$ cat src/rtl/tgs_pkg.sv
package tgs_pkg;

  // register byte addresses
  localparam logic [7:0] TGS_ADDR_CTRL       = 8'h00;
  localparam logic [7:0] TGS_ADDR_START_IDX  = 8'h04;
  localparam logic [7:0] TGS_ADDR_STOP_IDX   = 8'h08;
  localparam logic [7:0] TGS_ADDR_START_GAIN = 8'h0C;
  localparam logic [7:0] TGS_ADDR_HOLD       = 8'h10;
  localparam logic [7:0] TGS_ADDR_RAMP_RATE  = 8'h14;
  localparam logic [7:0] TGS_ADDR_COARSE     = 8'h18;
  localparam logic [7:0] TGS_ADDR_FINE       = 8'h1C;
  localparam logic [7:0] TGS_ADDR_TAB_ADDR   = 8'h20;
  localparam logic [7:0] TGS_ADDR_TAB_DATA   = 8'h24;
  localparam logic [7:0] TGS_ADDR_STATUS     = 8'h28;

  // control and status register fields
  localparam int TGS_CTRL_SELF_TRIG  = 0;
  localparam int TGS_CTRL_LINEAR     = 1;
  localparam int TGS_CTRL_FIXED      = 2;
  localparam int TGS_CTRL_INTERP     = 3;
  localparam int TGS_CTRL_TAB_WREN   = 4;
  localparam int TGS_CTRL_SOFT_TRIG  = 5;
  localparam int TGS_STAT_ACTIVE     = 16;

  // reset values
  localparam logic [7:0] TGS_RST_BYTE = 8'h00;
  localparam logic [5:0] TGS_RST_GAIN = 6'h00;
  localparam logic [2:0] TGS_RST_FINE = 3'h0;

  // gain coding, in eighths of a dB above the -5 dB floor
  localparam logic [5:0] TGS_COARSE_MAX = 6'h24;
  localparam logic [8:0] TGS_GAIN_MAX   = 9'h127;
  localparam logic [8:0] TGS_DB_STEP    = 9'h008;
  localparam logic [8:0] TGS_FINE_STEP  = 9'h001;
  localparam logic [2:0] TGS_LAST_SUB   = 3'h7;
  localparam logic [7:0] TGS_UNIT_MIN   = 8'h01;

  typedef enum logic [1:0] {ST_IDLE, ST_STEP, ST_DWELL, ST_RETURN} tgs_state_t;

endpackage

$ cat src/rtl/tgs_sequencer.sv
// How it works
// - self-trigger bit set: curve runs repeatedly without any trigger pin pulse
// - each self pass: walk indices, dwell at final gain, return, restart
// - register trigger taken at the write edge, engine starts next clock edge
// - async serial clock may shift register start by one sample; here clocks match
// - trigger loads initial gain code (code 6 is 1 dB), starts at first index
// - entry low byte times eight sample periods per 1 dB change
// - entry bit 8 set lowers gain by 1 dB, clear raises it
// - interpolation: eight 0.125 dB steps; otherwise frozen then 1 dB move
// - curve final gain: start plus span minus twice decrements, plus 0.875 if fine
// - linear ramp bit: constant rate rise from ramp-rate setting, table unused
// - ramp rate counts samples per 0.125 dB, or 8-sample units per 1 dB
// - ramp final gain: start plus index difference, plus 0.875 dB if fine
// - ramp uses index difference only; rises only
// - ramp, fine steps, equal indices: seven 0.125 dB steps then dwell
// - ramp, no fine steps, equal indices: hold eight times rate, then dwell
// - after dwell, gain returns toward initial gain 1 dB per sample
// - fixed gain bit: curve engine off, gain is coarse plus fine
// - coarse code 0 to 0x24 maps -5 to 31 dB; above clamps
// - fine code adds 0.125 dB per step
// - step table holds 149 nine-bit entries (addresses 0 to 148), written while write enable set
// - trigger pin sampled at rising clock edge, gain changes on that edge
// - curve stops at last index or gain limit; last gain held for dwell
`timescale 1ns/1ps
module tgs_sequencer
  import tgs_pkg::*;
#(
  parameter int TABLE_DEPTH = 148,
  parameter int HOLD_UNIT   = 33,
  parameter int DWELL_W     = 14
) (
  // clock, reset, enable
  input  wire logic       pclk,
  input  wire logic       presetn,
  input  wire logic       ce,
  // apb slave
  input  wire logic       psel,
  input  wire logic       penable,
  input  wire logic       pwrite,
  input  wire logic [7:0] paddr,
  input  wire logic [31:0] pwdata,
  output logic      [31:0] prdata,
  output logic             pready,
  output logic             pslverr,
  // trigger pin
  input  wire logic       curve_trigger,
  // gain output and curve active flag
  output logic      [8:0] gain_code,
  output logic            curve_active
);

  if (TABLE_DEPTH < 1 || TABLE_DEPTH > 255) begin : g_chk_depth
    $error("TABLE_DEPTH must be 1..255");
  end
  if (HOLD_UNIT < 1 || HOLD_UNIT * 255 >= (1 << DWELL_W)) begin : g_chk_hold
    $error("HOLD_UNIT does not fit DWELL_W");
  end

  // configuration registers
  logic [7:0]  ctrl_reg, ctrl_next;
  logic [7:0]  start_idx_reg, start_idx_next;
  logic [7:0]  stop_idx_reg, stop_idx_next;
  logic [5:0]  start_gain_reg, start_gain_next;
  logic [7:0]  hold_reg, hold_next;
  logic [7:0]  rate_reg, rate_next;
  logic [5:0]  coarse_reg, coarse_next;
  logic [2:0]  fine_reg, fine_next;
  logic [7:0]  tab_addr_reg, tab_addr_next;
  logic        soft_pulse_reg, soft_pulse_next;
  logic [31:0] prdata_reg, prdata_next;
  logic        slverr_reg, slverr_next;
  logic [8:0]  table_mem [TABLE_DEPTH + 1];

  // engine state
  tgs_state_t          state_reg, state_next;
  logic [8:0]          gain_reg, gain_next;
  logic [7:0]          ptr_reg, ptr_next;
  logic [7:0]          rem_reg, rem_next;
  logic [2:0]          sub_reg, sub_next;
  logic [7:0]          cnt_reg, cnt_next;
  logic [DWELL_W-1:0]  dwell_reg, dwell_next;

  logic                wr_access, rd_setup, tab_write, mapped;
  logic                self_trig, linear, fixed_sel, interp, tab_wren;
  logic [8:0]          entry, base_gain, fixed_gain;
  logic [7:0]          units;
  logic                dec, last, substep_end, start_hit;
  logic [9:0]          move, gain_wide;
  logic [DWELL_W-1:0]  hold_limit;

  assign self_trig = ctrl_reg[TGS_CTRL_SELF_TRIG];
  assign linear    = ctrl_reg[TGS_CTRL_LINEAR];
  assign fixed_sel = ctrl_reg[TGS_CTRL_FIXED];
  assign interp    = ctrl_reg[TGS_CTRL_INTERP];
  assign tab_wren  = ctrl_reg[TGS_CTRL_TAB_WREN];

  assign pready       = ce;
  assign prdata       = prdata_reg;
  assign pslverr      = slverr_reg;
  assign gain_code    = gain_reg;
  assign curve_active = (state_reg != ST_IDLE);

  // apb decode
  assign wr_access = ce && psel && penable && pwrite;
  assign rd_setup  = ce && psel && !penable;
  assign tab_write = wr_access && paddr == TGS_ADDR_TAB_DATA && tab_wren;

  always_comb begin
    case (paddr)
      TGS_ADDR_CTRL, TGS_ADDR_START_IDX, TGS_ADDR_STOP_IDX, TGS_ADDR_START_GAIN,
      TGS_ADDR_HOLD, TGS_ADDR_RAMP_RATE, TGS_ADDR_COARSE, TGS_ADDR_FINE,
      TGS_ADDR_TAB_ADDR, TGS_ADDR_TAB_DATA, TGS_ADDR_STATUS: mapped = 1'b1;
      default: mapped = 1'b0;
    endcase
  end

  // register file next values
  always_comb begin
    ctrl_next       = ctrl_reg;
    start_idx_next  = start_idx_reg;
    stop_idx_next   = stop_idx_reg;
    start_gain_next = start_gain_reg;
    hold_next       = hold_reg;
    rate_next       = rate_reg;
    coarse_next     = coarse_reg;
    fine_next       = fine_reg;
    tab_addr_next   = tab_addr_reg;
    soft_pulse_next = 1'b0;
    prdata_next     = prdata_reg;
    slverr_next     = slverr_reg;
    if (wr_access) begin
      case (paddr)
        TGS_ADDR_CTRL: begin
          ctrl_next = {3'h0, pwdata[4:0]};
          soft_pulse_next = pwdata[TGS_CTRL_SOFT_TRIG];
        end
        TGS_ADDR_START_IDX:  start_idx_next  = pwdata[7:0];
        TGS_ADDR_STOP_IDX:   stop_idx_next   = pwdata[7:0];
        TGS_ADDR_START_GAIN: start_gain_next = pwdata[5:0];
        TGS_ADDR_HOLD:       hold_next       = pwdata[7:0];
        TGS_ADDR_RAMP_RATE:  rate_next       = pwdata[7:0];
        TGS_ADDR_COARSE:     coarse_next     = pwdata[5:0];
        TGS_ADDR_FINE:       fine_next       = pwdata[2:0];
        TGS_ADDR_TAB_ADDR:   tab_addr_next   = pwdata[7:0];
        default: ;
      endcase
    end
    if (rd_setup) begin
      slverr_next = !mapped;
      case (paddr)
        TGS_ADDR_CTRL:       prdata_next = {24'h0, ctrl_reg};
        TGS_ADDR_START_IDX:  prdata_next = {24'h0, start_idx_reg};
        TGS_ADDR_STOP_IDX:   prdata_next = {24'h0, stop_idx_reg};
        TGS_ADDR_START_GAIN: prdata_next = {26'h0, start_gain_reg};
        TGS_ADDR_HOLD:       prdata_next = {24'h0, hold_reg};
        TGS_ADDR_RAMP_RATE:  prdata_next = {24'h0, rate_reg};
        TGS_ADDR_COARSE:     prdata_next = {26'h0, coarse_reg};
        TGS_ADDR_FINE:       prdata_next = {29'h0, fine_reg};
        TGS_ADDR_TAB_ADDR:   prdata_next = {24'h0, tab_addr_reg};
        TGS_ADDR_TAB_DATA: begin
          prdata_next = 32'h0;
          if (int'(tab_addr_reg) <= TABLE_DEPTH) prdata_next = {23'h0, table_mem[tab_addr_reg]};
        end
        TGS_ADDR_STATUS: begin
          prdata_next = {23'h0, gain_reg};
          prdata_next[TGS_STAT_ACTIVE] = curve_active;
        end
        default:             prdata_next = 32'h0;
      endcase
    end
  end

  always_ff @(posedge pclk or negedge presetn) begin
    if (!presetn) begin
      ctrl_reg       <= TGS_RST_BYTE;
      start_idx_reg  <= TGS_RST_BYTE;
      stop_idx_reg   <= TGS_RST_BYTE;
      start_gain_reg <= TGS_RST_GAIN;
      hold_reg       <= TGS_RST_BYTE;
      rate_reg       <= TGS_RST_BYTE;
      coarse_reg     <= TGS_RST_GAIN;
      fine_reg       <= TGS_RST_FINE;
      tab_addr_reg   <= TGS_RST_BYTE;
      soft_pulse_reg <= 1'b0;
      prdata_reg     <= 32'h0;
      slverr_reg     <= 1'b0;
    end else if (ce) begin
      ctrl_reg       <= ctrl_next;
      start_idx_reg  <= start_idx_next;
      stop_idx_reg   <= stop_idx_next;
      start_gain_reg <= start_gain_next;
      hold_reg       <= hold_next;
      rate_reg       <= rate_next;
      coarse_reg     <= coarse_next;
      fine_reg       <= fine_next;
      tab_addr_reg   <= tab_addr_next;
      soft_pulse_reg <= soft_pulse_next;
      prdata_reg     <= prdata_next;
      slverr_reg     <= slverr_next;
    end
  end

  // step table storage, no reset
  always_ff @(posedge pclk) begin
    if (tab_write && int'(tab_addr_reg) <= TABLE_DEPTH) begin
      table_mem[tab_addr_reg] <= pwdata[8:0];
    end
  end

  // engine helpers
  always_comb begin
    entry = 9'h000;
    if (int'(ptr_reg) <= TABLE_DEPTH) entry = table_mem[ptr_reg];
  end
  assign units       = linear ? rate_reg : entry[7:0];
  assign dec         = !linear && entry[8];
  assign last        = (rem_reg == 8'h00);
  assign substep_end = (cnt_reg + 8'h01 >= ((units == 8'h00) ? TGS_UNIT_MIN : units));
  assign base_gain   = ((start_gain_reg > TGS_COARSE_MAX) ? TGS_COARSE_MAX : start_gain_reg) * TGS_DB_STEP;
  assign fixed_gain  = ((coarse_reg > TGS_COARSE_MAX) ? TGS_COARSE_MAX : coarse_reg) * TGS_DB_STEP
                       + {6'h00, fine_reg};
  assign hold_limit  = DWELL_W'(hold_reg) * DWELL_W'(HOLD_UNIT);
  // pin sampled here on the clock edge; soft pulse is the write one edge earlier
  assign start_hit   = !fixed_sel && (curve_trigger || soft_pulse_reg
                       || (self_trig && state_reg == ST_IDLE))
                       && state_reg != ST_STEP;

  always_comb begin
    state_next = state_reg;
    gain_next  = gain_reg;
    ptr_next   = ptr_reg;
    rem_next   = rem_reg;
    sub_next   = sub_reg;
    cnt_next   = cnt_reg;
    dwell_next = dwell_reg;
    move       = 10'h000;
    gain_wide  = {1'b0, gain_reg};
    case (state_reg)
      ST_IDLE: ;
      ST_STEP: begin
        if (!substep_end) begin
          cnt_next = cnt_reg + 8'h01;
        end else begin
          cnt_next = 8'h00;
          if (interp) move = {1'b0, TGS_FINE_STEP};
          else if (sub_reg == TGS_LAST_SUB) move = {1'b0, TGS_DB_STEP};
          if (last && sub_reg == TGS_LAST_SUB) move = 10'h000;
          gain_wide = dec ? {1'b0, gain_reg} - move : {1'b0, gain_reg} + move;
          if (gain_wide > {1'b0, TGS_GAIN_MAX}) begin
            state_next = ST_DWELL;
            dwell_next = '0;
          end else begin
            gain_next = gain_wide[8:0];
            if (sub_reg == TGS_LAST_SUB) begin
              sub_next = 3'h0;
              if (last || (!linear && int'(ptr_reg) >= TABLE_DEPTH)) begin
                state_next = ST_DWELL;
                dwell_next = '0;
              end else begin
                ptr_next = ptr_reg + 8'h01;
                rem_next = rem_reg - 8'h01;
              end
            end else begin
              sub_next = sub_reg + 3'h1;
            end
          end
        end
      end
      ST_DWELL: begin
        if (dwell_reg + DWELL_W'(1) >= hold_limit) state_next = ST_RETURN;
        else dwell_next = dwell_reg + DWELL_W'(1);
      end
      ST_RETURN: begin
        if (gain_reg > base_gain + TGS_DB_STEP) gain_next = gain_reg - TGS_DB_STEP;
        else if (gain_reg + TGS_DB_STEP < base_gain) gain_next = gain_reg + TGS_DB_STEP;
        else gain_next = base_gain;
        if (gain_reg == base_gain) state_next = ST_IDLE;
      end
      default: state_next = ST_IDLE;
    endcase
    if (start_hit) begin
      state_next = ST_STEP;
      gain_next  = base_gain;
      ptr_next   = start_idx_reg;
      rem_next   = (stop_idx_reg > start_idx_reg) ? stop_idx_reg - start_idx_reg : 8'h00;
      sub_next   = 3'h0;
      cnt_next   = 8'h00;
      dwell_next = '0;
    end
    if (fixed_sel) begin
      state_next = ST_IDLE;
      gain_next  = fixed_gain;
    end
  end

  always_ff @(posedge pclk or negedge presetn) begin
    if (!presetn) begin
      state_reg <= ST_IDLE;
      gain_reg  <= 9'h000;
      ptr_reg   <= 8'h00;
      rem_reg   <= 8'h00;
      sub_reg   <= 3'h0;
      cnt_reg   <= 8'h00;
      dwell_reg <= '0;
    end else if (ce) begin
      state_reg <= state_next;
      gain_reg  <= gain_next;
      ptr_reg   <= ptr_next;
      rem_reg   <= rem_next;
      sub_reg   <= sub_next;
      cnt_reg   <= cnt_next;
      dwell_reg <= dwell_next;
    end
  end
endmodule // tgs_sequencer

$ cat config.mk
export PLATFORM = sky130hd
export DESIGN_NAME = tgs_sequencer
export DESIGN_NICKNAME = d
export VERILOG_FILES = /design/src/rtl/tgs_pkg.sv /design/src/rtl/tgs_sequencer.sv
export SDC_FILE = /design/constraint.sdc
export NUM_CORES = 2
export LEC_CHECK = 0
export BUFFER_PORTS_ARGS = -buffer_cell sky130_fd_sc_hd__buf_2
export CELL_PAD_IN_SITES_DETAIL_PLACEMENT = 2
export CELL_PAD_IN_SITES_GLOBAL_PLACEMENT = 2
export CORE_MARGIN = 1.5
export CORE_UTILIZATION = 40
export CTS_CLUSTER_SIZE = 20
export DETAILED_ROUTE_END_ITERATION = 7
export PLACE_DENSITY_LB_ADDON = 0.1
export SYNTH_ARGS = -nofsm -noshare
export SYNTH_HDL_FRONTEND = slang
export SYNTH_SLANG_ARGS = --single-unit
$ cat constraint.sdc
create_clock -name pclk -period 6.1 [get_ports pclk]
set_input_delay 0.61 -clock pclk [delete_from_list [all_inputs] [get_ports pclk]]
set_output_delay 0.61 -clock pclk [all_outputs]
set_load 0.05 [all_outputs]
Word level (Yosys, flattened, before mapping)

Memory sizes are Yosys's and may differ from the RTL's.
Index checks and enable logic that the tools add are counted.

$add $sub $neg: 12
$mul: 1
Order comparisons: 11
Equal/unequal tests: 28
Mux-type cells: 62
Reductions and logical operators: 48

Operators with widths:

| kind                                                  | count |
|---|---|
| case mux 17 bit (11 select lines)                     | 1 |
| two-way mux 8 bit                                     | 18 |
| two-way mux 14 bit                                    | 6 |
| two-way mux 9 bit                                     | 8 |
| two-way mux 10 bit                                    | 4 |
| equality test 8 x 5 -> 1 bit, second input constant   | 4 |
| case mux 14 bit (2 select lines)                      | 1 |
| AND reduction 3 bit                                   | 9 |
| equality test 8 x 6 -> 1 bit, second input constant   | 3 |
| zero test 8 bit                                       | 3 |
| inequality test 4 bit, second input constant          | 6 |
| adder 9 x 4 -> 9 bit, second input constant           | 2 |
| case mux 9 bit (2 select lines)                       | 1 |
| adder 8 x 1 -> 8 bit, second input constant           | 2 |
| equality test 8 x 4 -> 1 bit, second input constant   | 2 |
| less-or-equal comparator 8 bit, second input constant | 2 |
| two-way mux 2 bit                                     | 8 |
| two-way mux 3 bit                                     | 5 |
| adder 14 x 1 -> 14 bit, second input constant         | 1 |
| >= comparator 14 bit                                  | 1 |
| multiplier 8 x 6 -> 14 bit, second input constant     | 1 |
| logical AND 1 bit                                     | 13 |
| > comparator 6 bit, second input constant             | 2 |
| two-way mux 6 bit                                     | 2 |
| 37 further kinds                                      | 57 |

Register bits: 146
Memory bits (writable): 1,341
Word-level logic and storage cells: 182
Memories: 1

Memory list:

| memory    | words | width | rd ports | clocked after memory_dff | write ports | RTL line            | source |
|---|---|---|---|---|---|---|---|
| table_mem | 149   | 9     | 2        | 0                        | 1           | tgs_sequencer.sv:72 | `logic [8:0] table_mem [TABLE_DEPTH + 1];` |

Logic depth before layout (Yosys ltp)

Depth in word-level cells: 16
Gate-level depth with buffers: 29
Mapped depth without buffers: 20

Least setup slack after synthesis

OpenSTA, ideal clock, no wires.

Path type: register to register
Start: reg ptr_reg[0]
End: reg rem_reg[3]
Arrival time: 5,680 ps
Slack: 295 ps
Stages on the path, launching flop included: 28
Buffers on the path: 7
Period minus slack after synthesis: 5,805 ps
Cells stage by stage: dfrtp_1 -> buf_6 -> buf_12 -> buf_12 -> buf_6 -> buf_6 -> buf_4 -> buf_2 -> inv_1 -> ha_1 -> o21ai_0 -> a311oi_2 -> o211ai_1 -> or3_1 -> a21oi_1 -> a21oi_1 -> and3_1 -> a41o_1 -> ha_1 -> nor2b_1 -> o21ai_0 -> a41oi_1 -> a2111oi_0 -> nand2_1 -> nor4_1 -> nor3_2 -> a21oi_2 -> mux2_2

Longest elaborated chain between the ends: 8

Ends and longest elaborated chain:

| what                                                                               | RTL line             | source |
|---|---|---|
| from (decl)                                                                        | tgs_sequencer.sv:77  | `logic [7:0] ptr_reg, ptr_next;` |
| from (signal assigned)                                                             | tgs_sequencer.sv:308 | `ptr_reg <= ptr_next;` |
| memory read (149 x 9 bit) / less-or-equal comparator 8 bit (equally long branches) | --                   |  |
| two-way mux 9 bit                                                                  | tgs_sequencer.sv:213 | `if (int'(ptr_reg) <= TABLE_DEPTH) entry = table_mem[ptr_reg];` |
| two-way mux 8 bit                                                                  | tgs_sequencer.sv:215 | `assign units = linear ? rate_reg : entry[7:0];` |
| zero test 8 bit                                                                    | tgs_sequencer.sv:218 | `assign substep_end = (cnt_reg + 8'h01 >= ((units == 8'h00) ? TGS_UNIT_MIN : units));` |
| two-way mux 8 bit                                                                  | tgs_sequencer.sv:218 |  |
| >= comparator 8 bit                                                                | tgs_sequencer.sv:218 |  |
| nonzero test 2 bit (no source line)                                                | --                   |  |
| AND reduction 6 bit (no source line) (*)                                           | --                   |  |
| to (signal assigned)                                                               | tgs_sequencer.sv:309 | `rem_reg <= rem_next;` |
| to (decl)                                                                          | tgs_sequencer.sv:78  | `logic [7:0] rem_reg, rem_next;` |

Mark *: on every way between the ends. The rest lies on a longest branch, timed or not.
A chain may end at the register's enable or synchronous reset.

Worst setup path after layout

Start: reg ptr_reg[1]
End: reg rem_reg[2]

Same word-level chain as after synthesis.

==> reports/qor.yml <==
yosys:
  synth_mux_area_share_pct: 26.17
  yosys_warnings: 0
  synthSimpleGateAreaFrac_pct: 4.131
  synth_xor_area_share_pct: 0.5861
  synth_flop_cell: "edfxtp_1"
  synth_edf_count: 1341
  yosysTopAreaCell: "edfxtp_1"
  synth_top_family_by_area: "multiplexers"
  synthArstFlopShare_pct: 8.464
  ys_seq_area_share_pct: 60.47
  ys_types: 91
  syn_area_um2: 71720
  yosys_register_bits: 1465
  syn_inst: 3983
  synthTopCellsByArea: "edfxtp_1, mux4_2, dfrtp_1"
  synthAdderAreaFrac_pct: 1.305
  synth_compound_area_share_pct: 4.738
  yosysTopAreaCellShare_pct: 56.14
  synth_area_per_cell_um2: 18.01
clock_tree:
  clkLatencyLatePin_ps: 840
  htreeDepth: 4
  clock_path_buffers: 3
  cts_buffers: 166
  cts_tree: "yes"
  cts.sinks: 1465
  cts-root-buf: "clkbuf_16"
  clk_pin_slew_ps: 60
finish:
  layout-drive-gt1-share_pct: 34.01
  largest_reg_flops: 1341
  seqCellArea_um2: 43400
  fin_cells: 6766
  final_cell_mix: "edfxtp_1, mux4_2, buf_4, nor2_1, clkbuf_16"
  final_common_cell: "edfxtp_1"
  area_growth_syn_to_layout_pct: 14.39
  num-fill-cells: 16145
  postLayoutCellArea_um2: 82040
  multi_input_area_um2: 26770
  nNetsFinal: 4397
sta:
  slew_headroom_pct: 9.671
  hold_viol_final: 0
  fmax_mhz: 170.0
  period_minus_slack_ps: 5883
  finClkSkew_ps: 31.85
  drv_slew: 0
  rsz0062_at_grt: "no"
  tightest_slew_ps: 1350
  setup_viol: 0
  setup_ws_ps: 217.4
  fin_crit_sh_pct: 96.44
power_and_ir_drop:
  switchingPower_mw: 10.20
  p_leak_nw: 26.35
  peakVddDrop_uv: 264.7
  p_int_mw: 21.16
  power_density_nw_per_um2: 382.3
  power.share.sequential_pct: 36.2
  share_comb_of_total_power_pct: 32.4
  p_sw_share_pct: 32.52
  clkPwrFrac_pct: 31.4
global_route:
  use_met1_pct: 39.48
  grt_pass1_wl_mm: 356.5
  use_met3_pct: 4.181
  grt.met2_usage_pct: 44.60
  first_global_vias: 45271
  grt_max_degree: 129
  overflow: 0
  grtUsageTotal_pct: 27.87
  antenna_found_initial: 13
  busiest_layer: "met2"
place:
  place_area_um2: 76580
  post-place-ws_ps: -311.3
  io_buffers: 45
  dp.cells: 6461
  hpwlAfterDp_mm: 168.7
  place.gp.congestion: 0.8689
floorplan:
  die_area_um2: 181900
  initial_core_util_pct: 40.24
  pin_count: 91
  fp.dieW_um: 426.5
  coreArea_um2: 178200
  rows: 155
  fp.dieH_um: 426.5
worst_hold_path:
  whs_endpoint: "table_mem[106][7]"
  min_path_cells: 1
  min_from: "pwdata[7]"
  hold_class: "in2reg"
status:
  status: "finished clean"
routing:
  drc: 0
  postRouteWirelength_mm: 251.5
  first_iter_violations: 4728
  final_antenna_net_count: 0
  wl_per_cell_um: 37.17
  vias: 43156
  vias_per_cell: 6.378
  first_pass_iters: 5
setup_path:
  arrival_ps: 6590
  regToRegEndpoint: "rem_reg[2]"
  cp-end-kind: "flip-flop"
  ff2ff_path_depth: 22
  ff2ff_setup_slack_ps: 220
  critPathRequiredTime_ps: 6810
  criticalPathCategory: "reg2reg"
  crit_path_max_fanout: 28
  start_kind: "flip-flop"
  rr_startpoint: "ptr_reg[1]"
run:
  drv_cap: 0
cells by family after synthesis:
| group | count (synthesis) |
|---|---|
| flip-flops | 1465 |
| AO/OA/AOI/OAI | 479 |
| multiplexers | 907 |
| buffers and inverters | 365 |
| AND/OR/NAND/NOR | 645 |
| XOR/XNOR | 48 |
| adder cells (fa/ha/maj) | 73 |
| other | 1 |
final cells by class:
type	count	share of cell area [%]
Sequential cell	1465	52.90
Multi-Input combinational cell	2174	32.63
Clock buffer	220	5.386
Timing Repair Buffer	395	4.188
Tap cell	2355	3.591
Clock inverter	81	0.9623
Inverter	75	0.3431
Antenna cell	1	0.003050
stage by stage:
step / total power [mW] / utilization [%] / setup TNS, ps / hold slack [ps]
2_1_floorplan: 17.42 / - / 0 / 314.4
3_3_place_gp: 21.34 / 42.97 / -5729 / 500.2
3_5_place_dp: 21.46 / 42.97 / -6759 / 506.0
4_1_cts: 31.44 / 45.94 / 0 / 113.1
5_1_grt: 32.50 / 46.03 / 0 / 155.6
6_report: 31.36 / 46.03 / 0 / 178.4
Yosys cell counts, types with 13 or more instances:
master / instances
a221oi_1: 24
nor3_1: 23
o22ai_1: 14
nand2b_1: 17
xnor2_1: 28
and3_1: 24
mux4_2: 752
xor2_1: 20
a21oi_1: 88
o21ai_0: 68
inv_1: 72
a32oi_1: 15
o211ai_1: 13
buf_6: 17
a22o_1: 25
a22oi_1: 104
nand3_1: 82
buf_2: 68
edfxtp_1: 1341
ha_1: 70
buf_1: 16
nand4_1: 17
clkbuf_1: 133
nor2_1: 258
dfrtp_1: 124
mux2_2: 72
mux2i_1: 69
buf_4: 50
nor2b_1: 25
nand2_1: 140
a211oi_1: 13
worst max path at each step:
| stage | startpoint | to | cells past startpoint |
|---|---|---|---|
| 2_1_floorplan | ptr_reg[0] | rem_reg[3] | 27 |
| 3_3_place_gp | ptr_reg[0] | ptr_reg[7] | 21 |
| 3_5_place_dp | ptr_reg[0] | ptr_reg[7] | 21 |
| 4_1_cts | ptr_reg[0] | gain_code[1] | 21 |
| 5_1_grt | ptr_reg[0] | rem_reg[2] | 24 |
| 6_report | ptr_reg[1] | rem_reg[2] | 22 |
critical path, cell delays in order, from the launching register on:
cell and delay [ps]:
dfrtp_4 580, buf_12 250, buf_12 250, buf_4 190
mux4_2 300, mux4_2 590, o211ai_1 440, nor2_1 220
a32oi_1 310, and2_1 170, a41o_1 180, ha_1 240
nor2b_1 130, o21ai_0 120, a41oi_1 290, a2111oi_1 130
buf_4 190, o2111a_1 140, nor3_2 330, buf_4 230
buf_4 150, mux2i_1 210, nor2_1 70
power by group through the flow:
stage               Combinational [mW]  Sequential, mW  Clock [mW]
floorplan                         5.95            11.5           0
global placement                  9.79            11.5           0
detailed placement                9.91            11.6           0
CTS                               10.1            11.3        10.0
global route                      10.8            11.4        10.3
finish                            10.2            11.3        9.84
routing by layer:
layer  share of wire [%]  vias to the layer above
met2                  48                     1534
met1                  43                    23873
met3                 6.2                      363
met4                 3.2                        8
li1                    -                    17378
met5               0.020                        -
repair_timing:
action | CTS | global route
setup endpoints to repair | 44 | 44
setup buffers | 0 | 1
gates resized for setup | 10 | 32
pin swaps | 0 | 2
hold buffers | 1 | 0
hold endpoints to repair | 62 | 0
cloned | 1 | 0
Note: power is estimated with default switching activity, not from simulation.
